<file path="config.mk">
export PLATFORM = sky130hd
export DESIGN_NAME = fel_lamps
export DESIGN_NICKNAME = d
export VERILOG_FILES = /design/src/hw/fel_pkg.sv /design/src/hw/fel_blink_gen.sv /design/src/hw/fel_lamps.sv
export SDC_FILE = /design/constraint.sdc
export NUM_CORES = 1
export LEC_CHECK = 0
export ABC_CLOCK_PERIOD_IN_PS = 9200
export CORE_ASPECT_RATIO = 1.4
export CORE_MARGIN = 5
export CORE_UTILIZATION = 66
export DETAILED_ROUTE_END_ITERATION = 8
export DONT_BUFFER_PORTS = 1
export PLACE_DENSITY_LB_ADDON = 0.15
export SLEW_MARGIN = 20
export SYNTH_ARGS = -nofsm -noshare
export SYNTH_HDL_FRONTEND = slang
export SYNTH_SLANG_ARGS = --single-unit
</file>
<file path="constraint.sdc">
create_clock -name clock -period 9.2 [get_ports clock]
set_input_delay 0 -clock clock [delete_from_list [all_inputs] [get_ports clock]]
set_output_delay 0 -clock clock [all_outputs]
set_load 0.005 [all_outputs]
</file>
<file path="src/hw/fel_pkg.sv">
// constants and types shared by the front-edge lamp logic
package fel_pkg;
  // clock and flash timing
  localparam int unsigned CLK_HZ = 40_000_000;
  localparam int unsigned FLASH_PERIOD_MS = 500;
  localparam int unsigned FLASH_CYC = (CLK_HZ / 1000) * FLASH_PERIOD_MS;
  localparam int unsigned SHORT_DIV = 8;
  localparam int unsigned ACT_PERIODS = 2;
  localparam int unsigned LOCATE_PERIODS = 8;
  localparam int unsigned CFG_PERIODS = 2;
  localparam int unsigned PCNT_W = 4;
  // channel layout
  localparam int unsigned NUM_CH = 4;
  localparam int unsigned MODE_W = 3;
  localparam int unsigned INST_W = 2;
  // register byte offsets
  localparam logic [7:0] OFS_CTRL = 8'h00;
  localparam logic [7:0] OFS_MODE = 8'h04;
  localparam logic [7:0] OFS_STATUS = 8'h08;
  localparam logic [7:0] OFS_IRQ_STAT = 8'h0c;
  localparam logic [7:0] OFS_IRQ_MASK = 8'h10;
  localparam logic [7:0] OFS_LAMPS = 8'h14;
  localparam int unsigned ADDR_W = 8;
  // field positions
  localparam int unsigned CTRL_LOCATE_BIT = 0;
  localparam int unsigned ST_COLL_LSB = 0;
  localparam int unsigned ST_INIT_BIT = 2;
  localparam int unsigned ST_CFG_BIT = 3;
  localparam int unsigned ST_OPT_LSB = 4;
  localparam int unsigned IRQ_W = 4;
  localparam int unsigned EV_FAULT = 0;
  localparam int unsigned EV_WARN = 1;
  localparam int unsigned EV_LOCATE = 2;
  localparam int unsigned EV_NOINPUT = 3;
  localparam logic [MODE_W-1:0] MODE_RST = 3'h0;
  localparam logic [IRQ_W-1:0] IRQ_MASK_RST = 4'h0;

  // per-channel input operating mode
  typedef enum logic [MODE_W-1:0] {
    FEL_AUTO_BYPASS = 3'h0,
    FEL_AUTO_MUTE = 3'h1,
    FEL_FIX_3G = 3'h2,
    FEL_FIX_HD = 3'h3,
    FEL_FIX_SD = 3'h4,
    FEL_MAN_BYP_HD = 3'h5,
    FEL_MAN_BYP_SD = 3'h6
  } fel_mode_type;

  // per-channel and collective input status
  typedef enum logic [INST_W-1:0] {
    FEL_IN_UNMON = 2'h0,
    FEL_IN_ABSENT = 2'h1,
    FEL_IN_PRESENT = 2'h2
  } fel_instat_type;
endpackage
</file>
<file path="src/hw/fel_blink_gen.sv">
// free-running flash cadence generator for the front-edge lamps
`timescale 1ns/1ps
module fel_blink_gen #(
  parameter int unsigned PERIOD = fel_pkg::FLASH_CYC
) (
  input wire logic clock,
  input wire logic rst_n,
  input wire logic clk_en,
  output logic flash_ff,
  output logic short_ff,
  output logic double_ff,
  output logic tick_ff
);
  import fel_pkg::*;

  localparam int unsigned CW = $clog2(PERIOD + 1);
  localparam logic [CW-1:0] LAST = CW'(PERIOD - 1);
  localparam logic [CW-1:0] HALF = CW'(PERIOD / 2);
  localparam logic [CW-1:0] SLOT = CW'((PERIOD / SHORT_DIV) > 0 ? PERIOD / SHORT_DIV : 1);

  logic [CW-1:0] cnt_ff;

  // phase counter wraps once per flash period
  always_ff @(posedge clock or negedge rst_n) begin
    if (!rst_n) begin
      cnt_ff <= '0;
    end else if (clk_en) begin
      cnt_ff <= (cnt_ff >= LAST) ? '0 : cnt_ff + 1'b1;
    end
  end

  // patterns are decoded from the phase and registered so lamps never glitch
  always_ff @(posedge clock or negedge rst_n) begin
    if (!rst_n) begin
      flash_ff <= 1'b0;
      short_ff <= 1'b0;
      double_ff <= 1'b0;
      tick_ff <= 1'b0;
    end else if (clk_en) begin
      flash_ff <= cnt_ff < HALF;
      short_ff <= cnt_ff < SLOT;
      double_ff <= (cnt_ff < SLOT) || (cnt_ff >= 2 * SLOT && cnt_ff < 3 * SLOT);
      tick_ff <= cnt_ff >= LAST;
    end
  end
endmodule

</file>
<file path="src/hw/fel_lamps.sv">
// front-edge indicator lamp controller with apb register access
//
// Operation
// - fault lamp dark on pass, steady on internal fault, flashing on warning.
// - fault lamp shows one state combined over all four channels.
// - bus activity lamp dark while no bus traffic is seen.
// - bus traffic gives a continuous train of short flashes.
// - a locate command makes the bus activity lamp double-flash.
// - on locate the setup lamp double-flashes in step with activity lamp.
// - setup lamp lit during init or mode change, dark otherwise.
// - high-rate lamp steady when the channel input is detected at 3G.
// - high-rate lamp dark when the channel input is not 3G.
// - mid-rate lamp steady when input detected at HD, dark otherwise.
// - low-rate lamp steady when input detected at SD, dark otherwise.
// - in manual bypass modes the three rate lamps flash instead.
// - optic slot one dark when no submodule fitted or it reports a fault.
// - optic slot one steady when a supported submodule is fitted.
// - optic slot one flashes when the fitted submodule is unsupported.
// - optic slot two lamp is unused and held dark.
// - collective input: absent if any absent, else present if any, else unmonitored.
// - manual bypass modes always bypass the reclocker, equalizer stays on.
`timescale 1ns/1ps
module fel_lamps #(
  parameter int unsigned FLASH_CYC = fel_pkg::FLASH_CYC,
  parameter int unsigned N_CH = fel_pkg::NUM_CH
) (
  input wire logic clock,
  input wire logic arst_n,
  input wire logic clk_en,
  // apb slave
  input wire logic psel,
  input wire logic penable,
  input wire logic pwrite,
  input wire logic [fel_pkg::ADDR_W-1:0] paddr,
  input wire logic [31:0] pwdata,
  output logic [31:0] prdata,
  output logic pready,
  output logic pslverr,
  // status sources
  input wire logic [N_CH-1:0] ch_fault,
  input wire logic [N_CH-1:0] ch_warn,
  input wire logic [N_CH*fel_pkg::INST_W-1:0] ch_in_status,
  input wire logic [N_CH-1:0] rate_high_det,
  input wire logic [N_CH-1:0] rate_mid_det,
  input wire logic [N_CH-1:0] rate_low_det,
  input wire logic bus_traffic,
  input wire logic locate_cmd,
  input wire logic init_busy,
  input wire logic optic_present,
  input wire logic optic_supported,
  input wire logic optic_fault,
  // lamps and controls
  output logic fault_lamp,
  output logic bus_activity_lamp,
  output logic setup_lamp,
  output logic [N_CH-1:0] channel_rate_high_lamp,
  output logic [N_CH-1:0] channel_rate_mid_lamp,
  output logic [N_CH-1:0] channel_rate_low_lamp,
  output logic optic_slot_one_lamp,
  output logic optic_slot_two_lamp,
  output logic [N_CH-1:0] reclock_bypass,
  output logic [fel_pkg::INST_W-1:0] collective_input,
  output logic irq
);
  import fel_pkg::*;

  // activity lamp sequencer, one-hot
  typedef enum logic [2:0] {
    FEL_ACT_IDLE = 3'b001,
    FEL_ACT_BUSY = 3'b010,
    FEL_ACT_LOCATE = 3'b100
  } fel_act_type;

  // true for both manual bypass settings
  function automatic logic is_man_bypass(input logic [MODE_W-1:0] m);
    is_man_bypass = (m == FEL_MAN_BYP_HD) || (m == FEL_MAN_BYP_SD);
  endfunction

  // reload-or-decrement helper for the period hold counters
  function automatic logic [PCNT_W-1:0] hold_next(input logic [PCNT_W-1:0] cur, input logic load,
    input logic [PCNT_W-1:0] val, input logic tick);
    if (load) begin
      hold_next = val;
    end else if (tick && cur != '0) begin
      hold_next = cur - 1'b1;
    end else begin
      hold_next = cur;
    end
  endfunction

  localparam logic [PCNT_W-1:0] ACT_LOAD = PCNT_W'(ACT_PERIODS);
  localparam logic [PCNT_W-1:0] LOC_LOAD = PCNT_W'(LOCATE_PERIODS);
  localparam logic [PCNT_W-1:0] CFG_LOAD = PCNT_W'(CFG_PERIODS);

  logic rst_s1_ff;
  logic rst_n;
  logic blink_flash;
  logic blink_short;
  logic blink_double;
  logic period_tick;
  logic [N_CH*MODE_W-1:0] mode_ff;
  logic [IRQ_W-1:0] irq_stat_ff;
  logic [IRQ_W-1:0] irq_mask_ff;
  logic [31:0] prdata_ff;
  logic [PCNT_W-1:0] act_hold_ff;
  logic [PCNT_W-1:0] loc_hold_ff;
  logic [PCNT_W-1:0] cfg_hold_ff;
  fel_act_type act_state_ff;
  fel_act_type nxt_act_state;
  logic any_fault_ff;
  logic any_warn_ff;
  logic absent_ff;
  logic [INST_W-1:0] nxt_coll;
  logic wr_en;
  logic setup_ph;
  logic addr_ok;
  logic locate_sw;
  logic locate_any;
  logic mode_wr;
  logic [IRQ_W-1:0] ev;
  logic [31:0] rd_mux;

  // reset release through two flops; assertion stays asynchronous
  always_ff @(posedge clock or negedge arst_n) begin
    if (!arst_n) begin
      rst_s1_ff <= 1'b0;
      rst_n <= 1'b0;
    end else begin
      rst_s1_ff <= 1'b1;
      rst_n <= rst_s1_ff;
    end
  end

  fel_blink_gen #(
    .PERIOD(FLASH_CYC)
  ) u_blink (
    .clock(clock),
    .rst_n(rst_n),
    .clk_en(clk_en),
    .flash_ff(blink_flash),
    .short_ff(blink_short),
    .double_ff(blink_double),
    .tick_ff(period_tick)
  );

  // apb decode; zero wait states, unmapped addresses answer with pslverr
  assign setup_ph = psel && !penable;
  assign wr_en = psel && penable && pwrite && addr_ok && clk_en;
  assign pready = 1'b1;
  assign pslverr = psel && penable && !addr_ok;
  assign prdata = prdata_ff;
  assign locate_sw = wr_en && paddr == OFS_CTRL && pwdata[CTRL_LOCATE_BIT];
  assign locate_any = locate_sw || locate_cmd;
  assign mode_wr = wr_en && paddr == OFS_MODE;

  always_comb begin
    case (paddr)
      OFS_CTRL, OFS_MODE, OFS_STATUS, OFS_IRQ_STAT, OFS_IRQ_MASK, OFS_LAMPS: addr_ok = 1'b1;
      default: addr_ok = 1'b0;
    endcase
  end

  // read mux; control bit of ctrl reads back as zero since it is a strobe
  always_comb begin
    rd_mux = '0;
    case (paddr)
      OFS_MODE: rd_mux[N_CH*MODE_W-1:0] = mode_ff;
      OFS_STATUS: begin
        rd_mux[ST_COLL_LSB +: INST_W] = collective_input;
        rd_mux[ST_INIT_BIT] = init_busy;
        rd_mux[ST_CFG_BIT] = cfg_hold_ff != '0;
        rd_mux[ST_OPT_LSB] = optic_present;
        rd_mux[ST_OPT_LSB + 1] = optic_supported;
        rd_mux[ST_OPT_LSB + 2] = optic_fault;
      end
      OFS_IRQ_STAT: rd_mux[IRQ_W-1:0] = irq_stat_ff;
      OFS_IRQ_MASK: rd_mux[IRQ_W-1:0] = irq_mask_ff;
      OFS_LAMPS: rd_mux[3*N_CH+4:0] = {channel_rate_low_lamp, channel_rate_mid_lamp,
                           channel_rate_high_lamp, optic_slot_two_lamp, optic_slot_one_lamp,
                           setup_lamp, bus_activity_lamp, fault_lamp};
      default: rd_mux = '0;
    endcase
  end

  // read data captured in the setup cycle so it is a flop in the access cycle
  always_ff @(posedge clock or negedge rst_n) begin
    if (!rst_n) begin
      prdata_ff <= '0;
    end else if (clk_en && setup_ph) begin
      prdata_ff <= rd_mux;
    end
  end

  // per-channel operating mode, written by software
  always_ff @(posedge clock or negedge rst_n) begin
    if (!rst_n) begin
      mode_ff <= {N_CH{MODE_RST}};
    end else if (mode_wr) begin
      mode_ff <= pwdata[N_CH*MODE_W-1:0];
    end
  end

  // interrupt mask register
  always_ff @(posedge clock or negedge rst_n) begin
    if (!rst_n) begin
      irq_mask_ff <= IRQ_MASK_RST;
    end else if (wr_en && paddr == OFS_IRQ_MASK) begin
      irq_mask_ff <= pwdata[IRQ_W-1:0];
    end
  end

  // collective state over all channels, registered
  always_comb begin
    nxt_coll = FEL_IN_UNMON;
    for (int i = 0; i < N_CH; i++) begin
      if (ch_in_status[i*INST_W +: INST_W] == FEL_IN_PRESENT) begin
        nxt_coll = FEL_IN_PRESENT;
      end
    end
    for (int i = 0; i < N_CH; i++) begin
      if (ch_in_status[i*INST_W +: INST_W] == FEL_IN_ABSENT) begin
        nxt_coll = FEL_IN_ABSENT;
      end
    end
  end

  always_ff @(posedge clock or negedge rst_n) begin
    if (!rst_n) begin
      collective_input <= FEL_IN_UNMON;
      any_fault_ff <= 1'b0;
      any_warn_ff <= 1'b0;
      absent_ff <= 1'b0;
    end else if (clk_en) begin
      collective_input <= nxt_coll;
      any_fault_ff <= |ch_fault;
      any_warn_ff <= |ch_warn;
      absent_ff <= nxt_coll == FEL_IN_ABSENT;
    end
  end

  // events are rising edges of the collective conditions plus locate
  assign ev[EV_FAULT] = (|ch_fault) && !any_fault_ff;
  assign ev[EV_WARN] = (|ch_warn) && !any_warn_ff;
  assign ev[EV_LOCATE] = locate_any;
  assign ev[EV_NOINPUT] = (nxt_coll == FEL_IN_ABSENT) && !absent_ff;

  // sticky status, write one to clear; a new event in the clear cycle wins
  always_ff @(posedge clock or negedge rst_n) begin
    if (!rst_n) begin
      irq_stat_ff <= '0;
    end else if (clk_en) begin
      if (wr_en && paddr == OFS_IRQ_STAT) begin
        irq_stat_ff <= (irq_stat_ff & ~pwdata[IRQ_W-1:0]) | ev;
      end else begin
        irq_stat_ff <= irq_stat_ff | ev;
      end
    end
  end

  always_ff @(posedge clock or negedge rst_n) begin
    if (!rst_n) begin
      irq <= 1'b0;
    end else if (clk_en) begin
      irq <= |(irq_stat_ff & irq_mask_ff);
    end
  end

  // hold counters measured in flash periods; keeps counters small at 40 MHz
  always_ff @(posedge clock or negedge rst_n) begin
    if (!rst_n) begin
      act_hold_ff <= '0;
      loc_hold_ff <= '0;
      cfg_hold_ff <= '0;
    end else if (clk_en) begin
      act_hold_ff <= hold_next(act_hold_ff, bus_traffic, ACT_LOAD, period_tick);
      loc_hold_ff <= hold_next(loc_hold_ff, locate_any, LOC_LOAD, period_tick);
      cfg_hold_ff <= hold_next(cfg_hold_ff, mode_wr, CFG_LOAD, period_tick);
    end
  end

  // activity sequencer: locate outranks plain traffic from every state
  always_comb begin
    case (act_state_ff)
      FEL_ACT_IDLE, FEL_ACT_BUSY, FEL_ACT_LOCATE: begin
        if (loc_hold_ff != '0) begin
          nxt_act_state = FEL_ACT_LOCATE;
        end else if (act_hold_ff != '0) begin
          nxt_act_state = FEL_ACT_BUSY;
        end else begin
          nxt_act_state = FEL_ACT_IDLE;
        end
      end
      default: nxt_act_state = FEL_ACT_IDLE;
    endcase
  end

  always_ff @(posedge clock or negedge rst_n) begin
    if (!rst_n) begin
      act_state_ff <= FEL_ACT_IDLE;
    end else if (clk_en) begin
      act_state_ff <= nxt_act_state;
    end
  end

  // status lamps; both locate lamps read the same double pattern so they stay in step
  always_ff @(posedge clock or negedge rst_n) begin
    if (!rst_n) begin
      fault_lamp <= 1'b0;
      bus_activity_lamp <= 1'b0;
      setup_lamp <= 1'b0;
    end else if (clk_en) begin
      fault_lamp <= any_fault_ff || (any_warn_ff && blink_flash);
      case (act_state_ff)
        FEL_ACT_LOCATE: bus_activity_lamp <= blink_double;
        FEL_ACT_BUSY: bus_activity_lamp <= blink_short;
        default: bus_activity_lamp <= 1'b0;
      endcase
      setup_lamp <= (act_state_ff == FEL_ACT_LOCATE) ? blink_double :
                    init_busy || cfg_hold_ff != '0;
    end
  end

  // per-channel rate lamps and reclocker bypass
  always_ff @(posedge clock or negedge rst_n) begin
    if (!rst_n) begin
      channel_rate_high_lamp <= '0;
      channel_rate_mid_lamp <= '0;
      channel_rate_low_lamp <= '0;
      reclock_bypass <= '0;
    end else if (clk_en) begin
      for (int i = 0; i < N_CH; i++) begin
        if (is_man_bypass(mode_ff[i*MODE_W +: MODE_W])) begin
          channel_rate_high_lamp[i] <= blink_flash;
          channel_rate_mid_lamp[i] <= blink_flash;
          channel_rate_low_lamp[i] <= blink_flash;
          reclock_bypass[i] <= 1'b1;
        end else begin
          channel_rate_high_lamp[i] <= rate_high_det[i];
          channel_rate_mid_lamp[i] <= rate_mid_det[i];
          channel_rate_low_lamp[i] <= rate_low_det[i];
          // auto bypass drops the reclocker when no known rate is seen
          reclock_bypass[i] <= mode_ff[i*MODE_W +: MODE_W] == FEL_AUTO_BYPASS &&
                               !(rate_high_det[i] || rate_mid_det[i] || rate_low_det[i]);
        end
      end
    end
  end

  // optic slot lamps; a fault overrides the type check
  always_ff @(posedge clock or negedge rst_n) begin
    if (!rst_n) begin
      optic_slot_one_lamp <= 1'b0;
      optic_slot_two_lamp <= 1'b0;
    end else if (clk_en) begin
      if (!optic_present || optic_fault) begin
        optic_slot_one_lamp <= 1'b0;
      end else if (optic_supported) begin
        optic_slot_one_lamp <= 1'b1;
      end else begin
        optic_slot_one_lamp <= blink_flash;
      end
      optic_slot_two_lamp <= 1'b0;
    end
  end
endmodule

</file>
==> results.txt, run 1 <==
Final critical-path required period: 2588 ps. The logs give 0.01102 mm2 for the area enclosed by the die boundary and 386.3 MHz for the highest clock rate. Counting flops with an async set or reset pin after synthesis yields a share of 100.0%.

The max-slew violation total from the final report was 0; the number of synthesis warnings was 0. Setup repair after global routing left no endpoint under its margin. The number of global-route vias before repair was 4591. The fill cell total of the finished layout was 616.

The largest fanout on the critical path works out to 22. For the pin with the worst max-slew slack, the measured transition is 995.9 ps. The tool flagged a number of max-cap violations equal to 0.

The number of buffers inserted to repair setup after CTS is 0, and the mean number of vias per cell is 6.226. The row count came out at 41. The final-layout setup total negative slack is 0 ps. In this run, synthesis produced a sequential element count of 109. The first detailed-routing pass took 5 iterations.

Area inside the core boundary: 0.008926 mm2. The final hold slack came out at 4.781 ps. The ratio of total power to cell area works out to 184.5 mW/mm2. The relative slew slack was 33.11%; the smallest setup slack after layout was 6612 ps. The mapped netlist covers 0.005936 mm2. The endpoint kind of the worst setup timing path is a register. The number of ports placed on the die boundary came out at 138. The kind of cell adding the most delay to the critical path was compound AO/OA/AOI/OAI gates.

Entering global routing, the biggest net connects 82 pins. The tools report the total of endpoints with negative setup slack in the final report as 0. Across the VDD grid, the largest voltage drop is 0.1686 mV. The tools report the worst setup timing slack at the placement stage as 6605 ps. The path class of the tightest hold or removal check is input pin to register. The required time of the worst setup path was 9400 ps. The synthesized design contains 0 enable-type register cells.

For this run, the slowest stage of the critical path takes 640 ps. The detail route stage leaves a number of antenna-violating nets equal to 0. Residual overflow from global routing: 0. The first global-routing pass estimated 23070 um of wire. Die extent in y: 122.2 um. The clock tree skew after final layout came out at 7.658 ps. Synthesis produced 621 cells.

The later pin in the worst-skew pair is clocked with a latency of 340 ps. Summing the sequential cell areas from Yosys gives 45.97% of the chip area. The signal on the critical path passes through ha_1 > or4b_4 > a2111oi_4 > o211ai_2 > a21boi_4 > nor2_1. The tools report the clock buffer count from CTS as 9. The post-detailed-placement half-perimeter wirelength was 9346 um. For the worst setup path, the data arrival time is 2790 ps. Input and output buffers added on the ports amount to 0.

Measured along the x axis, the die boundary spans 90.15 um. For this run, the leading register cell type out of synthesis is sky130_fd_sc_hd__dfrtp_1. The run gives 0 as the final number of hold-violating endpoints. After detailed routing, the number of remaining DRC violations is 0.

The logs give 2 for the number of buffers on the longest clock path and 0 for the initial antenna violation count. Of the cells placed in the final design, the portion with a size suffix greater than 1 is 9.722%. The run gives 0.9129 as the global placer's final weighted congestion. The library cell used as clock root buffer was sky130_fd_sc_hd__clkbuf_16. Sort of element at the start of the critical path: a register. Summing all multi-input logic gate instances after layout gives 0.002888 mm2.

TritonCTS built the clock tree. The area added between synthesis and finish is 12.75%, and the mean post-synth cell area is 9.558 um2. For the number of sinks on the clock net, the log shows 109. In this run the static leakage power is 3.012 nW.

The run finished with clean final reports. The cell with the biggest individual delay on the critical path is sky130_fd_sc_hd__a21boi_4. Summing all flip-flop and latch instances after layout gives 0.002733 mm2.

Wires add up to 13890 um. Global routing consumed, over all layers together, 25.62% of the routing resources. For this block, the via count after detailed routing is 4701. By startpoint and endpoint, the worst setup path is classified as register to register. The clock transition at the register clock pins on the worst setup and hold paths after CTS is 70 ps. The critical path contains buffers and inverters numbering 0 combined. The number of H-tree levels is 3, and the post-route total power is 0.001235 W. The repair_antennas step left the layout with diodes totalling 0. The number of cells upsized or downsized after cts was 0. The net total in the final layout was 730. The share of the clock period used by the worst path after layout came out at 28.13%. The distinct cell type count after synthesis was 69. For this block, the initial DRC count from the detailed router was 247.

The initial utilization of the core area, before any placement, comes to 66.50%. In the final routed layout, each cell accounts on average for 18.40 um.
layer usage:
metal  share of wire, %  vias up  GRT usage (%)  wire (um)
met5                  0        -              0          0
met4                1.5        0          8.380        210
met3                5.9       20          4.598        826
met2                 54      146          45.70       7516
met1                 38     2321          31.55       5335
li1                   -     2214              -          -
per-stage QoR:
| step | cells | util [%] | instance area [um2] |
|---|---|---|---|
| after global placement | 690 | 65.50 | 5847 |
| after floorplan | 637 | - | 5996 |
| after global routing | 755 | 74.98 | 6693 |
| final | 755 | 74.98 | 6693 |
| after CTS | 754 | 74.75 | 6673 |
| after detailed placement | 690 | 65.50 | 5847 |
where the power goes:
part	switching (W)	internal, W	total, W	leakage [nW]
sequential	0.0000679	0.000536	0.000604	1.36
combinational	0.000112	0.0000996	0.000211	1.49
clock	0.000166	0.000254	0.000420	0.156
placed cells by master (no fill, tap or decap), types with 17 or more instances in the layout:
cell                            synthesis  layout
sky130_fd_sc_hd__o21ai_0               28      28
sky130_fd_sc_hd__dlygate4sd3_1          0      47
sky130_fd_sc_hd__conb_1                 2      18
sky130_fd_sc_hd__dfrtp_1              108     107
sky130_fd_sc_hd__xor2_1                27      27
sky130_fd_sc_hd__mux2i_1               23      23
sky130_fd_sc_hd__nand2_1               62      62
sky130_fd_sc_hd__nor2_1                50      50
sky130_fd_sc_hd__inv_1                 25      25
sky130_fd_sc_hd__mux2_2                17      17
sky130_fd_sc_hd__a21oi_1               37      37
sky130_fd_sc_hd__nand3_1               17      17
worst register-to-register path, delay by kind of cell (launching register included):
kind            cells  cell delay, ps
simple gates        2             620
compound gates      3            1180
flops               1             400
fa+ha+maj           1             260
flip-flops by register name, indices dropped and copies added (netlist names), 4 cells and up:
name and count:
act_hold_ff 4, cfg_hold_ff 4, channel_rate_high_lamp 4, channel_rate_low_lamp 4, channel_rate_mid_lamp 4, irq_mask_ff 4
irq_stat_ff 4, loc_hold_ff 4, mode_ff 12, prdata 17, reclock_bypass 4, u_blink.cnt_ff 25
Yosys cell counts (4+ instances only):
master,number,area (um2)
sky130_fd_sc_hd__dfrtp_1,108,2703
sky130_fd_sc_hd__nand2_1,62,232.7
sky130_fd_sc_hd__nor2_1,50,187.7
sky130_fd_sc_hd__a21oi_1,37,185.2
sky130_fd_sc_hd__clkbuf_1,31,116.4
sky130_fd_sc_hd__o21ai_0,28,140.1
sky130_fd_sc_hd__xor2_1,27,236.5
sky130_fd_sc_hd__inv_1,25,93.84
sky130_fd_sc_hd__mux2i_1,23,230.2
sky130_fd_sc_hd__buf_4,17,127.6
sky130_fd_sc_hd__mux2_2,17,191.4
sky130_fd_sc_hd__nand3_1,17,85.08
sky130_fd_sc_hd__nor2_2,12,75.07
sky130_fd_sc_hd__nand4_1,11,68.82
sky130_fd_sc_hd__nor4_1,11,68.82
sky130_fd_sc_hd__o22ai_1,9,56.30
sky130_fd_sc_hd__a22oi_1,8,60.06
sky130_fd_sc_hd__a31oi_1,8,50.05
sky130_fd_sc_hd__nor3_1,8,40.04
sky130_fd_sc_hd__o21a_1,8,60.06
sky130_fd_sc_hd__and3_1,7,43.79
sky130_fd_sc_hd__ha_1,7,87.58
sky130_fd_sc_hd__xnor2_1,6,52.55
sky130_fd_sc_hd__a21o_1,5,37.54
sky130_fd_sc_hd__nor3b_1,5,37.54
sky130_fd_sc_hd__or3_1,5,31.28
sky130_fd_sc_hd__a221oi_1,4,35.03
sky130_fd_sc_hd__and4_1,4,35.03
final cells by class:
cell class                 instances  area share, %
clock inverter                     3          1.010
tap                              107          2.000
inverter                          25          1.402
clock buffer                      13          3.889
sequential                       109          40.83
multi-input combinational        448          43.15
timing repair buffer              50          7.721
logic make-up (layout without fill, tap and decap cells):
logic type               after synthesis  in the layout  share of synthesized area (%)
XOR/XNOR                              33             33                          4.869
other                                  2             18                         0.1265
multiplexers                          40             40                          7.104
adder cells (fa/ha/maj)                7              7                          1.475
flip-flops                           109            109                          45.97
AO/OA/AOI/OAI                        135            135                          15.18
AND/OR/NAND/NOR                      215            215                          18.63
buffers and inverters                 80             91                          6.640
timing repair:
action | in CTS | in global routing
hold endpoints to repair | 74 | 0
setup endpoints to repair | 0 | 0
hold buffers | 48 | 0
worst paths after layout:
| kind | startpoint | to | slack (ps) | cells past startpoint |
|---|---|---|---|---|
| min in group asynchronous | rst_n$_DFF_PN0_ | channel_rate_high_lamp[2]$_DFFE_PN0P_ | 250 | 0 |
| hold / removal | paddr[2] | cfg_hold_ff[0]$_DFFE_PN0P_ | 5 | 3 |
| setup reg to reg | u_blink.cnt_ff[0]$_DFFE_PN0P_ | u_blink.cnt_ff[20]$_DFFE_PN0P_ | 6610 | 6 |
| hold reg to reg | rst_n$_DFF_PN0_ | channel_rate_high_lamp[2]$_DFFE_PN0P_ | 250 | 0 |
| setup / recovery | u_blink.cnt_ff[0]$_DFFE_PN0P_ | u_blink.cnt_ff[20]$_DFFE_PN0P_ | 6610 | 6 |
| max in group asynchronous | rst_n$_DFF_PN0_ | mode_ff[11]$_DFFE_PN0P_ | 7630 | 1 |
(Power assumes the default switching activity.)
==> run 2, diff against run 1 <==
--- a/config.mk
+++ b/config.mk
@@ -5,10 +5,11 @@
 export SDC_FILE = /design/constraint.sdc
 export NUM_CORES = 1
 export LEC_CHECK = 0
-export ABC_CLOCK_PERIOD_IN_PS = 9200
+export ABC_AREA = 1
+export ABC_CLOCK_PERIOD_IN_PS = 2400
 export CORE_ASPECT_RATIO = 1.4
 export CORE_MARGIN = 5
-export CORE_UTILIZATION = 66
+export CORE_UTILIZATION = 64
 export DETAILED_ROUTE_END_ITERATION = 8
 export DONT_BUFFER_PORTS = 1
 export PLACE_DENSITY_LB_ADDON = 0.15
==> constraint.sdc (replaced) <==
create_clock -name clock -period 2.4 [get_ports clock]
set_input_delay 0 -clock clock [delete_from_list [all_inputs] [get_ports clock]]
set_output_delay 0 -clock clock [all_outputs]
set_load 0.005 [all_outputs]
==> results.txt, run 2 <==
Setup violations remaining at the end of the flow were counted as 0. The top cell type by total area after synthesis is sky130_fd_sc_hd__dfrtp_1. Hold is met by 6.866 ps.

The finished layout holds 1024 standard cells, fillers aside. Area inside the core boundary: 0.009564 mm2. The critical path is of the input pin to register type. In this run the worst path has a maximum fanout of 13. Number of antenna repair diodes: 0. For the required time of the worst setup path, the log shows 2700 ps.

The tree is rooted in a sky130_fd_sc_hd__clkbuf_16. The distinct cell type count after synthesis came out at 50. Counting flops with a built-in enable in the synthesized netlist gives 0. After global routing the overflow that remains totals 0. The first global-routing pass estimated 28560 um of wire. Buffers inserted during clock tree synthesis total 9.

For the final database, setup skew stands at 7.060 ps. Among all flip-flop cells after synthesis, the most frequent one is sky130_fd_sc_hd__dfrtp_1. The register with the most flip-flops in the final layout is u_blink.cnt_ff.

Entering global routing, the biggest net connects 67 pins. A synthesized cell averages 7.537 um2. After the first detailed-routing iteration, the DRC count stood at 463. The data arrival time of the critical path was 2600 ps; the relative slew slack was 56.97%. The register with the most flip-flops in the layout has 25 of them. The path depth of the worst reg2reg path was 9. The run finished with clean final reports. The number of global-route vias before repair was 5961. The static leakage is 3.531 nW, and the post-detailed-route wirelength per cell is 17.36 um.

IR analysis of the VDD net gives a maximum drop of 0.4906 mV. For the post-route total power, the log shows 0.004609 W. The most used standard cell by instance count after synthesis is sky130_fd_sc_hd__nand2_1.

Once the floorplan was initialized, standard cells occupied 65.80% of the core. In the synthesized netlist the async set-or-reset flop fraction comes to 100.0%. The run gives 2 as the number of buffers on the longest clock path.

The type of the worst min-delay path is input pin to register. The final number of hold-violating endpoints was 0. Dividing total power by cell area gives a power density of 637.0 mW/mm2.

The tree built by TritonCTS fans out to 109 sinks. Setup repair after global routing left no endpoint under its margin. The mean number of vias per cell works out to 5.867. Port buffering added 0 buffers. The tools report the total wirelength of the detailed-routed design as 17780 um.

CTS built an H-tree with a depth of 3. At the end of the flow, the number of nets in the layout was 974. The library cell used most frequently in the layout, excluding fill and tap cells, is sky130_fd_sc_hd__nand2_1. For the number of buffers inserted to repair setup after CTS, the log shows 0. The max-slew violation total from the final report was 0. The initial antenna violation count is 0, and the detailed-route via count is 6008. In this run the vertical extent of the chip is 127.3 um.

Utilization after layout: 75.65%. The number of instances on the worst hold path was 3; the residual antenna-violating net count after detailed routing was 0. The sort of element at the start of the critical path is an input pin. The tools report the clock latency of the later-clocked register in the worst-skew pair as 360 ps.

Static timing analysis puts the maximum clock frequency at 435.1 MHz. The final critical-path required period was 2298 ps; the number of synthesis warnings was 0. Once placement completed, the tool counted placed cells totaling 951. For the gate count of the mapped netlist, the log shows 835.

Global placer's final weighted congestion: 0.9495. Measured along the x axis, the die boundary spans 93.81 um. After synthesis, the cell types taking the most area are sky130_fd_sc_hd__dfrtp_1 (43%), sky130_fd_sc_hd__nand2_1 (12%), sky130_fd_sc_hd__inv_1 (5.4%), sky130_fd_sc_hd__nor2_1 (5.3%), sky130_fd_sc_hd__a21oi_1 (4.3%). For the area enclosed by the die boundary, the log shows 0.01195 mm2. Sorting the synthesized cells by how often they occur yields sky130_fd_sc_hd__nand2_1 (209), sky130_fd_sc_hd__dfrtp_1 (108), sky130_fd_sc_hd__inv_1 (91). After synthesis, the largest area contributor takes up 42.94% of total cell area. Share of the clock period used by the worst path after layout: 95.77%. TritonCTS built the clock tree.

The initialized floorplan defines 42 standard-cell rows. For the pin with the worst max-slew slack, the measured transition is 643.3 ps. The number of ports placed on the die boundary was 138.

The clock transition at the register clock pins on the worst setup and hold paths after CTS is 80 ps. The run gives 43.36% as the sequential cell area fraction in the yosys report. The library cells used most frequently in the layout, excluding fill and tap cells, are sky130_fd_sc_hd__nand2_1 (209), sky130_fd_sc_hd__dfrtp_1 (107), sky130_fd_sc_hd__inv_1 (91), sky130_fd_sc_hd__nor2_1 (89), sky130_fd_sc_hd__dlygate4sd3_1 (56). Before antenna repair, the detailed router went through 5 iterations.

The fraction of layout cells with a size suffix above 1 is 8.184%. From synthesis to final layout, the design area changed by 14.97%. The number of violations of the max-capacitance limit is 0. The cell area that synthesis handed to floorplanning was 0.006294 mm2. The logs give 0 for the count of unresolved DRC violations after routing and 12150 um for the post-detailed-placement half-perimeter wirelength.

STA classifies the critical path endpoint as a register. Counting the fill cells in the layout gives 710. The number of register bits inferred by synthesis is 109.

Adding up every negative setup slack in the final design gives 0 ps. Global routing used 30.26% of the available tracks.
## run 2: worst paths after layout
check | startpoint | end | slack (ps)
min in group asynchronous | rst_n$_DFF_PN0_ | act_hold_ff[2]$_DFFE_PN0P_ | 350
max in group asynchronous | rst_n$_DFF_PN0_ | u_blink.cnt_ff[1]$_DFFE_PN0P_ | 1360
max | paddr[4] | mode_ff[7]$_DFFE_PN0P_ | 100
min | clk_en | u_blink.tick_ff$_DFFE_PN0P_ | 7
min reg2reg | rst_n$_DFF_PN0_ | act_hold_ff[2]$_DFFE_PN0P_ | 350
max reg2reg | u_blink.cnt_ff[0]$_DFFE_PN0P_ | u_blink.cnt_ff[10]$_DFFE_PN0P_ | 420
## run 2: logic make-up after synthesis
logic type	share of synthesized area, %
AOI/OAI and AO/OA	13.14
other	0.1193
muxes	0.1591
buffers and inverters	9.900
and+or+nand+nor	29.98
xor gates and xnor gates	1.948
DFF	43.36
adders and majority gates	1.392
## run 2: cell type report
cell class	instances	area (um2)	area share (%)
Sequential cell	109	2733	37.77
Clock buffer	10	229.0	3.164
Inverter	104	391.6	5.412
Multi-Input combinational cell	601	3002	41.48
Timing Repair Buffer	62	638.1	8.819
Clock inverter	6	77.57	1.072
Tap cell	132	165.2	2.283
## run 2: repair_timing
item	in CTS	in global routing
resized for setup	0	1
hold endpoints to repair	98	0
hold buffers	58	0
setup endpoints to repair	0	5
## run 2: through the flow
stage	area, um2	setup slack, ps
floorplan	6355	576.2
global placement	6340	504.4
detailed placement	6340	428.8
CTS	7244	75.80
global route	7236	26.34
finish	7236	101.6
## run 2: per-layer routing
layer	wire, um	vias up	GRT usage [%]
li1	-	2786	-
met1	6470	2879	34.28
met2	9365	279	53.49
met3	1231	64	5.118
met4	709	0	16.50
met5	0	-	0
## run 2: critical path: stages
cell                            delay [ps]
sky130_fd_sc_hd__dlygate4sd3_1         570
sky130_fd_sc_hd__nor4_4                270
sky130_fd_sc_hd__dlygate4sd3_1         650
sky130_fd_sc_hd__nand3_4               160
sky130_fd_sc_hd__clkinv_2              230
sky130_fd_sc_hd__nand2_2                80
sky130_fd_sc_hd__nand2_1                70
sky130_fd_sc_hd__dlygate4sd3_1         560
## run 2: where the power goes
part	switching (W)	internal (W)
logic	0.000525	0.000292
registers	0.000200	0.00202
clock network	0.000739	0.000835
